<file path="config.mk">
export PLATFORM = sky130hd
export DESIGN_NAME = cwdp_config_decode
export DESIGN_NICKNAME = d
export VERILOG_FILES = /design/src/cwdp_pkg.sv /design/src/cwdp_config_decode.sv
export SDC_FILE = /design/constraint.sdc
export NUM_CORES = 1
export LEC_CHECK = 0
export ABC_AREA = 1
export BUFFER_PORTS_ARGS = -buffer_cell sky130_fd_sc_hd__buf_2
export CORE_MARGIN = 4
export CORE_UTILIZATION = 61
export CTS_BUF_LIST = sky130_fd_sc_hd__clkbuf_2 sky130_fd_sc_hd__clkbuf_4 sky130_fd_sc_hd__clkbuf_8
export CTS_CLUSTER_DIAMETER = 100
export DETAILED_ROUTE_END_ITERATION = 6
export PLACE_DENSITY = 0.88
export REMOVE_ABC_BUFFERS = 1
export SYNTH_ARGS = -nofsm -noshare
export SYNTH_HDL_FRONTEND = slang
export SYNTH_SLANG_ARGS = --single-unit
</file>
<file path="constraint.sdc">
create_clock -name sys_clk -period 4.45 [get_ports sys_clk]
set_clock_uncertainty 0.15 [all_clocks]
set_input_delay 0.445 -clock sys_clk [delete_from_list [all_inputs] [get_ports sys_clk]]
set_output_delay 0.445 -clock sys_clk [all_outputs]
set_load 0.005 [all_outputs]
</file>
<file path="src/cwdp_pkg.sv">
package cwdp_pkg;

  // Configuration space word offsets (low byte of the address).
  localparam logic [7:0] OFS_WDOG_HI     = 8'h03;
  localparam logic [7:0] OFS_RSTPIN      = 8'h05;
  localparam logic [7:0] OFS_DBGBOOT     = 8'h06;
  localparam logic [7:0] OFS_CP_LO       = 8'h08;
  localparam logic [7:0] OFS_CP_HI       = 8'h09;
  localparam logic [7:0] OFS_WR_LO       = 8'h0A;
  localparam logic [7:0] OFS_WR_HI       = 8'h0B;
  localparam logic [7:0] OFS_TB_LO       = 8'h0C;
  localparam logic [7:0] OFS_TB_HI       = 8'h0D;
  localparam logic [7:0] OFS_PART_LO     = 8'hFE;
  localparam logic [7:0] OFS_PART_HI     = 8'hFF;

  // Field positions.
  localparam int WDOG_PS_LSB    = 1;
  localparam int WDOG_ON_BIT    = 0;
  localparam int RSTPIN_SEL_BIT = 7;
  localparam int LPOSC_BIT  = 2;
  localparam int PBAD_BIT   = 1;
  localparam int CCPMX_BIT  = 0;
  localparam int DBG_BIT    = 7;
  localparam int ISA_EXT_BIT = 6;
  localparam int ICPORT_BIT  = 5;
  localparam int BBSZ_LSB    = 4;
  localparam int LVPROG_BIT  = 2;
  localparam int STV_BIT    = 0;
  localparam int HI_D_BIT   = 7;
  localparam int HI_B_BIT   = 6;
  localparam int HI_C_BIT   = 5;

  // Masks of implemented bits.
  localparam logic [7:0] MSK_WDOG   = 8'h1F;
  localparam logic [7:0] MSK_RSTPIN = 8'h87;
  localparam logic [7:0] MSK_DBG    = 8'hF5;
  localparam logic [7:0] MSK_BLK    = 8'h3F;
  localparam logic [7:0] MSK_CP_HI  = 8'hC0;
  localparam logic [7:0] MSK_WR_HI  = 8'hE0;
  localparam logic [7:0] MSK_TB_HI  = 8'h40;
  localparam logic [7:0] MSK_BBSZ   = 8'h30;

  // Values after reset: all implemented bits erased to one.
  localparam logic [7:0] RST_ERASED = 8'hFF;

  // Boot block sizes in words.
  localparam logic [12:0] WORDS_4K  = 13'h1000;
  localparam logic [12:0] WORDS_2K  = 13'h0800;
  localparam logic [12:0] WORDS_1K  = 13'h0400;
  localparam logic [12:0] WORDS_512 = 13'h0200;
  localparam logic [12:0] WORDS_256 = 13'h0100;

  typedef enum logic [1:0] {
    CWDP_MEM_LARGE = 2'h0,
    CWDP_MEM_8K    = 2'h1,
    CWDP_MEM_4K    = 2'h2,
    CWDP_MEM_ONE   = 2'h3
  } cwdp_mem_e;

  typedef enum logic [1:0] {
    CWDP_ST_LOAD = 2'b01,
    CWDP_ST_RUN  = 2'b10
  } cwdp_st_e;

  typedef struct packed {
    logic [7:0] wdog;
    logic [7:0] rstpin;
    logic [7:0] dbgboot;
    logic [7:0] cp_lo;
    logic [7:0] cp_hi;
    logic [7:0] wr_lo;
    logic [7:0] wr_hi;
    logic [7:0] tb_lo;
    logic [7:0] tb_hi;
  } cwdp_cfg_s;

  typedef struct packed {
    logic [15:0] wdog_ratio;
    logic        wdog_run;
    logic        ext_reset_en;
    logic        port_e3_in_en;
    logic        osc_low_power;
    logic [4:0]  portb_analog;
    logic        capcomp2_on_c1;
    logic        capcomp2_on_b3;
    logic        debugger_en;
    logic        isa_ext_en;
    logic        icport_en;
    logic [12:0] boot_words;
    logic        lvp_entry_en;
    logic        stack_reset_en;
    logic [5:0]  blk_read_prot;
    logic        eeprom_read_prot;
    logic        boot_read_prot;
    logic [5:0]  blk_write_prot;
    logic        eeprom_write_prot;
    logic        boot_write_prot;
    logic        config_write_prot;
    logic [5:0]  blk_tblrd_prot;
    logic        boot_tblrd_prot;
  } cwdp_dec_s;

endpackage : cwdp_pkg

</file>
<file path="src/cwdp_config_decode.sv">
// Operation
// - Watchdog postscale ratio is two to the power of the 4-bit field.
// - Watchdog enable bit forces watchdog on; else software bit controls it.
// - Reset pin select one gives external reset; zero gives plain input.
// - Secondary oscillator power bit one selects low power, zero high power.
// - At reset, port B analog default sets channels 4..0 analog or digital.
// - Capture/compare 2 routes to port C bit 1 when one, else B bit 3.
// - Debugger bit low enables debugger and takes port B bits 6 and 7.
// - Extended instruction bit enables extension and indexed addressing.
// - Dedicated in-circuit port enable bit turns that port on or off.
// - Large parts: boot codes 11,10 give 4K, 01 gives 2K, 00 gives 1K words.
// - 8-Kbyte parts: codes 11,10 give 1K, 01 gives 512, 00 gives 256 words.
// - 4-Kbyte parts: codes 11,10,01 give 512 words, 00 gives 256 words.
// - Single-bit variants: one gives 2K words, zero gives 1K words.
// - Boot size bits are frozen once boot or block 0 protections are on.
// - Low-voltage programming bit one makes port B bit 5 the entry pin.
// - Stack fault reset bit one lets stack overflow or underflow reset.
// - Each block's read guard bit protects that block when zero.
// - Data EEPROM and boot block read guards protect when zero.
// - Each block's write guard bit blocks writes to it when zero.
// - EEPROM, boot and configuration write guards block writes when zero.
// - Table-read guard low hides a block from reads run in other blocks.
// - Part number is 11 bits split over both ID registers with revision.
// - Both identification registers are read-only and ignore writes.
`timescale 1ns/1ns
module cwdp_config_decode #(
  parameter logic [10:0] PART_NUMBER = 11'h155, // Arbitrary neutral value.
  parameter logic [4:0]  REVISION    = 5'h01    // Arbitrary neutral value.
) (
  input  wire logic               sys_clk,          // 125 MHz system clock
  input  wire logic               rst_n,            // Asynchronous reset, low
  input  wire cwdp_pkg::cwdp_mem_e mem_variant,     // Memory size variant strap
  input  wire logic               cfg_wr,           // Programming write strobe
  input  wire logic               cfg_rd,           // Read strobe
  input  wire logic [7:0]         cfg_addr,         // Configuration word offset
  input  wire logic [7:0]         cfg_wdata,        // Write data
  input  wire logic               watchdog_soft_enable, // Software watchdog bit
  input  wire logic               stack_fault,      // Stack over/underflow event
  input  wire logic               prog_wr_req,      // Memory write request
  input  wire logic [2:0]         prog_wr_area,     // 0-5 block, 6 EE, 7 boot
  input  wire logic               tblrd_req,        // Table read request
  input  wire logic [2:0]         tblrd_src_area,   // Area running the read
  input  wire logic [2:0]         tblrd_dst_area,   // Area being read
  output logic [7:0]              cfg_rdata,        // Read data
  output logic                    cfg_wr_refused,   // Write refused pulse
  output cwdp_pkg::cwdp_dec_s     dec,              // Decoded settings
  output logic                    prog_wr_ok,       // Memory write allowed
  output logic                    tblrd_ok,         // Table read may return data
  output logic                    stack_reset_req   // Stack fault reset pulse
);

  typedef struct packed {
    cwdp_pkg::cwdp_st_e  st;
    cwdp_pkg::cwdp_cfg_s cfg;
    cwdp_pkg::cwdp_dec_s dec;
    logic [7:0]          rdata;
    logic                refused;
    logic                wr_ok;
    logic                rd_ok;
    logic                stk;
  } cwdp_state_s;

  cwdp_state_s state_r;
  cwdp_state_s state_nxt;

  function automatic logic [12:0] boot_size(input cwdp_pkg::cwdp_mem_e v,
                                            input logic [1:0] code);
    logic [12:0] w;
    w = cwdp_pkg::WORDS_1K;
    unique case (v)
      cwdp_pkg::CWDP_MEM_LARGE:
        w = code[1] ? cwdp_pkg::WORDS_4K :
            (code[0] ? cwdp_pkg::WORDS_2K : cwdp_pkg::WORDS_1K);
      cwdp_pkg::CWDP_MEM_8K:
        w = code[1] ? cwdp_pkg::WORDS_1K :
            (code[0] ? cwdp_pkg::WORDS_512 : cwdp_pkg::WORDS_256);
      cwdp_pkg::CWDP_MEM_4K:
        w = (code != 2'h0) ? cwdp_pkg::WORDS_512 : cwdp_pkg::WORDS_256;
      cwdp_pkg::CWDP_MEM_ONE:
        w = code[0] ? cwdp_pkg::WORDS_2K : cwdp_pkg::WORDS_1K;
    endcase
    return w;
  endfunction : boot_size

  // Guard lookup for area codes 0-5 blocks, 6 data EEPROM, 7 boot block.
  function automatic logic guard_bit(input logic [5:0] blk, input logic ee,
                                     input logic boot, input logic [2:0] area);
    logic g;
    g = 1'b1;
    if (area == 3'h7)
    begin
      g = boot;
    end
    else if (area == 3'h6)
    begin
      g = ee;
    end
    else
    begin
      g = blk[area];
    end
    return g;
  endfunction : guard_bit

  function automatic cwdp_pkg::cwdp_dec_s decode(input cwdp_pkg::cwdp_cfg_s c,
                                                 input cwdp_pkg::cwdp_mem_e v);
    cwdp_pkg::cwdp_dec_s d;
    logic [1:0] bb;
    d = '0;
    bb = c.dbgboot[cwdp_pkg::BBSZ_LSB +: 2];
    d.wdog_ratio = 16'h0001 << c.wdog[cwdp_pkg::WDOG_PS_LSB +: 4];
    d.ext_reset_en = c.rstpin[cwdp_pkg::RSTPIN_SEL_BIT];
    d.port_e3_in_en = ~c.rstpin[cwdp_pkg::RSTPIN_SEL_BIT];
    d.osc_low_power = c.rstpin[cwdp_pkg::LPOSC_BIT];
    d.portb_analog = {5{c.rstpin[cwdp_pkg::PBAD_BIT]}};
    d.capcomp2_on_c1 = c.rstpin[cwdp_pkg::CCPMX_BIT];
    d.capcomp2_on_b3 = ~c.rstpin[cwdp_pkg::CCPMX_BIT];
    d.debugger_en = ~c.dbgboot[cwdp_pkg::DBG_BIT];
    d.isa_ext_en = c.dbgboot[cwdp_pkg::ISA_EXT_BIT];
    d.icport_en = c.dbgboot[cwdp_pkg::ICPORT_BIT];
    d.boot_words = boot_size(v, bb);
    d.lvp_entry_en = c.dbgboot[cwdp_pkg::LVPROG_BIT];
    d.stack_reset_en = c.dbgboot[cwdp_pkg::STV_BIT];
    d.blk_read_prot = ~c.cp_lo[5:0];
    d.eeprom_read_prot = ~c.cp_hi[cwdp_pkg::HI_D_BIT];
    d.boot_read_prot = ~c.cp_hi[cwdp_pkg::HI_B_BIT];
    d.blk_write_prot = ~c.wr_lo[5:0];
    d.eeprom_write_prot = ~c.wr_hi[cwdp_pkg::HI_D_BIT];
    d.boot_write_prot = ~c.wr_hi[cwdp_pkg::HI_B_BIT];
    d.config_write_prot = ~c.wr_hi[cwdp_pkg::HI_C_BIT];
    d.blk_tblrd_prot = ~c.tb_lo[5:0];
    d.boot_tblrd_prot = ~c.tb_hi[cwdp_pkg::HI_B_BIT];
    return d;
  endfunction : decode

  always_comb
  begin
    logic       bb_locked;
    logic [7:0] wv;
    logic [2:0] src;
    logic [2:0] dst;
    state_nxt = state_r;
    bb_locked = 1'b0;
    wv = cfg_wdata;
    src = tblrd_src_area;
    dst = tblrd_dst_area;
    state_nxt.refused = 1'b0;
    state_nxt.stk = 1'b0;
    state_nxt.wr_ok = 1'b0;
    state_nxt.rd_ok = 1'b0;

    // Any boot or block 0 guard set freezes the boot size field.
    bb_locked = ~state_r.cfg.cp_hi[cwdp_pkg::HI_B_BIT] | ~state_r.cfg.cp_lo[0]
              | ~state_r.cfg.wr_hi[cwdp_pkg::HI_B_BIT] | ~state_r.cfg.wr_lo[0]
              | ~state_r.cfg.tb_hi[cwdp_pkg::HI_B_BIT] | ~state_r.cfg.tb_lo[0];

    unique case (state_r.st)
      cwdp_pkg::CWDP_ST_LOAD:
      begin
        // One cycle after reset release the decoded copy is captured.
        state_nxt.dec = decode(state_r.cfg, mem_variant);
        state_nxt.st = cwdp_pkg::CWDP_ST_RUN;
      end
      cwdp_pkg::CWDP_ST_RUN:
      begin
        // Stored words may change here; decoded outputs other than wdog_run hold until reset.
        if (cfg_wr)
        begin
          if (!state_r.cfg.wr_hi[cwdp_pkg::HI_C_BIT])
          begin
            state_nxt.refused = 1'b1;
          end
          else
          begin
            unique case (cfg_addr)
              cwdp_pkg::OFS_WDOG_HI: state_nxt.cfg.wdog = wv & cwdp_pkg::MSK_WDOG;
              cwdp_pkg::OFS_RSTPIN:  state_nxt.cfg.rstpin = wv & cwdp_pkg::MSK_RSTPIN;
              cwdp_pkg::OFS_DBGBOOT:
              begin
                if (bb_locked)
                begin
                  wv = (wv & ~cwdp_pkg::MSK_BBSZ)
                     | (state_r.cfg.dbgboot & cwdp_pkg::MSK_BBSZ);
                end
                state_nxt.cfg.dbgboot = wv & cwdp_pkg::MSK_DBG;
              end
              cwdp_pkg::OFS_CP_LO:   state_nxt.cfg.cp_lo = wv & cwdp_pkg::MSK_BLK;
              cwdp_pkg::OFS_CP_HI:   state_nxt.cfg.cp_hi = wv & cwdp_pkg::MSK_CP_HI;
              cwdp_pkg::OFS_WR_LO:   state_nxt.cfg.wr_lo = wv & cwdp_pkg::MSK_BLK;
              cwdp_pkg::OFS_WR_HI:   state_nxt.cfg.wr_hi = wv & cwdp_pkg::MSK_WR_HI;
              cwdp_pkg::OFS_TB_LO:   state_nxt.cfg.tb_lo = wv & cwdp_pkg::MSK_BLK;
              cwdp_pkg::OFS_TB_HI:   state_nxt.cfg.tb_hi = wv & cwdp_pkg::MSK_TB_HI;
              default:               state_nxt.refused = 1'b1;
            endcase
          end
        end
        state_nxt.stk = stack_fault & state_r.dec.stack_reset_en;
        state_nxt.wr_ok = prog_wr_req & ~guard_bit(state_r.dec.blk_write_prot,
                          state_r.dec.eeprom_write_prot, state_r.dec.boot_write_prot,
                          prog_wr_area);
        state_nxt.rd_ok = tblrd_req & ((src == dst)
                        | ~guard_bit(state_r.dec.blk_tblrd_prot, 1'b0,
                                     state_r.dec.boot_tblrd_prot, dst));
      end
      default:
      begin
        state_nxt.st = cwdp_pkg::CWDP_ST_LOAD;
      end
    endcase

    // The stored watchdog enable bit and the run-time software enable are both live inputs to the watchdog gate.
    state_nxt.dec.wdog_run = state_r.cfg.wdog[cwdp_pkg::WDOG_ON_BIT]
                           | watchdog_soft_enable;

    if (cfg_rd)
    begin
      unique case (cfg_addr)
        cwdp_pkg::OFS_WDOG_HI: state_nxt.rdata = state_r.cfg.wdog;
        cwdp_pkg::OFS_RSTPIN:  state_nxt.rdata = state_r.cfg.rstpin;
        cwdp_pkg::OFS_DBGBOOT: state_nxt.rdata = state_r.cfg.dbgboot;
        cwdp_pkg::OFS_CP_LO:   state_nxt.rdata = state_r.cfg.cp_lo;
        cwdp_pkg::OFS_CP_HI:   state_nxt.rdata = state_r.cfg.cp_hi;
        cwdp_pkg::OFS_WR_LO:   state_nxt.rdata = state_r.cfg.wr_lo;
        cwdp_pkg::OFS_WR_HI:   state_nxt.rdata = state_r.cfg.wr_hi;
        cwdp_pkg::OFS_TB_LO:   state_nxt.rdata = state_r.cfg.tb_lo;
        cwdp_pkg::OFS_TB_HI:   state_nxt.rdata = state_r.cfg.tb_hi;
        cwdp_pkg::OFS_PART_LO: state_nxt.rdata = {PART_NUMBER[2:0], REVISION};
        cwdp_pkg::OFS_PART_HI: state_nxt.rdata = PART_NUMBER[10:3];
        default:               state_nxt.rdata = 8'h00;
      endcase
    end
  end

  always_ff @(posedge sys_clk or negedge rst_n)
  begin
    if (!rst_n)
    begin
      state_r <= '0;
      state_r.st <= cwdp_pkg::CWDP_ST_LOAD;
      state_r.cfg.wdog <= cwdp_pkg::RST_ERASED & cwdp_pkg::MSK_WDOG;
      state_r.cfg.rstpin <= cwdp_pkg::RST_ERASED & cwdp_pkg::MSK_RSTPIN;
      state_r.cfg.dbgboot <= cwdp_pkg::RST_ERASED & cwdp_pkg::MSK_DBG;
      state_r.cfg.cp_lo <= cwdp_pkg::RST_ERASED & cwdp_pkg::MSK_BLK;
      state_r.cfg.cp_hi <= cwdp_pkg::RST_ERASED & cwdp_pkg::MSK_CP_HI;
      state_r.cfg.wr_lo <= cwdp_pkg::RST_ERASED & cwdp_pkg::MSK_BLK;
      state_r.cfg.wr_hi <= cwdp_pkg::RST_ERASED & cwdp_pkg::MSK_WR_HI;
      state_r.cfg.tb_lo <= cwdp_pkg::RST_ERASED & cwdp_pkg::MSK_BLK;
      state_r.cfg.tb_hi <= cwdp_pkg::RST_ERASED & cwdp_pkg::MSK_TB_HI;
    end
    else
    begin
      state_r <= state_nxt;
    end
  end

  assign cfg_rdata = state_r.rdata;
  assign cfg_wr_refused = state_r.refused;
  assign dec = state_r.dec;
  assign prog_wr_ok = state_r.wr_ok;
  assign tblrd_ok = state_r.rd_ok;
  assign stack_reset_req = state_r.stk;

endmodule : cwdp_config_decode

</file>
==> run_results.csv <==
group,metric,value,unit
run_status,status,"finished clean",
clock_network,post_cts_resized,0,
timing,finalHoldViolations,0,
drt,ant_nets,0,
yosys,ys.flop_type,"dfrtp_1",
worst_setup_path,rr_worst_depth,4,
placed_design,dp_hpwl,9285,um
floorplanning,die_area,10690,sq um
yosys,ys_ff_latch,110,
grt,grt_pass1_vias,4230,
clock_network,clockRootBuffer,"clkbuf_8",
final_layout,final_area,5764,sq um
worst_setup_path,timing.rr.start,"state_r[153]$_DFFE_PN1N_",
floorplanning,rows,34,
floorplanning,die_w,103.4,um
grt,grt_max_degree,82,
worst_setup_path,cp_max_fo,51,
clock_network,cts_tree,"yes",
worst_setup_path,cpMaxStageDelayCell,"inv_1",
yosys,yosysUniqueCellTypes,31,
placed_design,post_dp_cell_area,5575,sq um
yosys,netlist_top_cells_area,"dfrtp_1 (32%), dfstp_2 (19%), nand2_1 (13%)",
yosys,synth_most_common_cell,"nand2_1",
drt,drc_errors,0,
final_layout,regArea,2803,sq um
yosys,synth_edf_count,0,
final_layout,syn2layout_area_growth,3.855,%
yosys,synthesis.area,5550,sq um
yosys,syn_inst,651,
power_and_ir_drop,p_per_area,303.1,nW/um^2
timing,final-max-slew-violation-count,0,
worst_setup_path,critPathTopFamily,"simple AND/OR/NAND/NOR gates",
grt,grt.overflow.total,0,
worst_setup_path,start_kind,"flop",
timing,tns,0,ns
worst_setup_path,ff2ff_setup_slack,2.02,ns
worst_setup_path,cp.required,4.59,ns
placed_design,dp.cells,780,
timing,min_period_over_period,54.68,%
worst_setup_path,cp_num_cells,4,
timing,relSlewSlack,34.24,%
floorplanning,ios,116,
floorplanning,start_util,63.03,%
worst_setup_path,r2r-end,"dec[68]$_DFFE_PN0P_",
drt,dr_total_vias,4397,
drt,drt_wl_total,12510,um
clock_network,ctsHoldBuffers,0,
timing,fmax,410.9,MHz
clock_network,ctsLongestPathBuffers,2,
clock_network,cts_setup_buffers,0,
placed_design,port_buffers,107,
power_and_ir_drop,power.leakage,2.899,nW
worst_setup_path,worst-setup-path-type,"reg2reg",
grt,grt_pass1_wl,19930,um
floorplanning,core_area,8806,sq um
timing,tightest_slew,0.9864,ns
timing,rsz0062_at_grt,"no",
drt,wl_per_cell,15.71,um
yosys,yosys_warnings,0,
power_and_ir_drop,p_sw_share,24.92,%
final_layout,utilization,65.46,%
run,drv_cap,0,
timing,min_period,2.433,ns
grt,antenna_found_initial,0,
power_and_ir_drop,comb_power_share,6.9,%
power_and_ir_drop,clockPowerShare,33.0,%
timing,setup_viol,0,
clock_network,cts.sinks,110,
power_and_ir_drop,p_int,0.001312,W
drt,vias_per_cell,5.524,
final_layout,multiInputGateArea,1946,sq um
power_and_ir_drop,ir_worst_vdd,174.1,uV
drt,first_pass_iters,5,
worst_setup_path,critPathArrivalTime,2.57,ns
power_and_ir_drop,p_seq_share,60.1,%
final_layout,layout.cells.non_filler,796,
worst_setup_path,crit_start,"state_r[153]$_DFFE_PN1N_",
yosys,avgSynthCellArea,8.526,sq um
placed_design,routabilityCongestion,0.9283,
final_layout,fillCellCount,721,
final_layout,fin_nets,718,
worst_setup_path,path_buf_inv,1,
grt,grt_use_total,23.98,%
power_and_ir_drop,total_power,0.001747,W
final_layout,insertedDiodeCount,0,
drt,drtIter0Drc,365,
yosys,synth_top_area_share,31.56,%
yosys,seq_area_frac_synth,50.50,%
yosys,synth_top_area_cell,"dfrtp_1",
worst_setup_path,end_kind,"flop",
hold_path,hold_class,"in2async",
clock_network,clk_pin_slew,0.10,ns
worst_setup_path,crit_path_max_incr_delay,0.62,ns
clock_network,cts_inserted_buffers,9,
power_and_ir_drop,p_switching,0.0004355,W
yosys,async_reset_ff_share,100.0,%
floorplanning,die-height,103.4,um
clock_network,worstSkewPairLatency,0.38,ns
clock_network,htreeDepth,3,
final_layout,drive_above_1_share,29.65,%
worst_setup_path,crit_path_cell_trace,"nand2_2, inv_1, nand2_1, o21ai_0",
yosys,yosys-top-cells-count,"nand2_1 (191), buf_4 (79), dfrtp_1 (70), o21ai_0 (65), nand3_1 (50)",
==> metrics by stage <==
stage          hold WS, ns  worst slack [ns]
2_1_floorplan   -0.0005911             1.737
3_3_place_gp        0.3154             2.183
3_5_place_dp        0.3113             2.090
4_1_cts             0.1024             2.013
5_1_grt            0.09975             1.764
6_report           0.06332             2.017
==> cell type report <==
cell class	count	area share (%)
sequential	110	48.62
inverter	37	2.409
timing repair buffer	109	9.594
clock inverter	4	0.5209
clock buffer	12	2.757
multi-input combinational	416	33.75
tap	108	2.344
==> layer usage <==
metal	wire length (um)	share of wire (%)	vias up	global-route usage, %
met1	5038	40	2104	31.49
met4	291	2.3	0	8.566
met3	923	7.4	34	5.567
met5	0	0	-	0
li1	-	-	2076	-
met2	6253	50	183	39.22
==> worst max-delay path by stage <==
| stage | endpoint | slack [ns] |
|---|---|---|
| floorplan | dec[36]$_DFFE_PN0P_ | 1.74 |
| global placement | dec[62]$_DFFE_PN0P_ | 2.18 |
| detailed placement | dec[66]$_DFFE_PN0P_ | 2.09 |
| CTS | dec[68]$_DFFE_PN0P_ | 2.01 |
| global route | dec[68]$_DFFE_PN0P_ | 1.76 |
| finish | dec[68]$_DFFE_PN0P_ | 2.02 |
==> kinds of logic after synthesis <==
logic type             after synthesis  synth area share (%)
XOR/XNOR                             3                0.4735
other                                1               0.06756
flip-flops                         110                 50.50
AO/OA/AOI/OAI                      101                 9.964
AND/OR/NAND/NOR                    304                 24.03
buffers and inverters              132                 14.97
==> placed cells by master (no fill, tap or decap), drive strengths merged <==
cell        n
buf       109
xnor2       3
conb        8
nor3b       1
nand4       3
clkbuf     12
nand2     199
a21oi       5
o211ai      1
nor3        2
nor2       42
or2         3
inv        38
nand3      54
dfrtp      70
dfstp      40
a31oi       1
o221ai      1
o21ai      92
o31ai       1
clkinv      2
clkinvlp    1
==> sequential cells by signal, indices dropped and copies added, names as in the netlist <==
name             cells
dec                 57
tblrd_ok             1
cfg_wr_refused       1
cfg_rdata            8
stack_reset_req      1
prog_wr_ok           1
state_r             41
==> power groups by stage <==
stage | Clock (W) | Sequential [W] | Combinational [W]
global placement | 0 | 0.00107 | 0.000115
CTS | 0.000583 | 0.00105 | 0.000122
global route | 0.000621 | 0.00105 | 0.000137
floorplan | 0 | 0.00106 | 0.0000592
finish | 0.000577 | 0.00105 | 0.000121
detailed placement | 0 | 0.00107 | 0.000121
No activity file was read; power rests on OpenSTA's default activity.
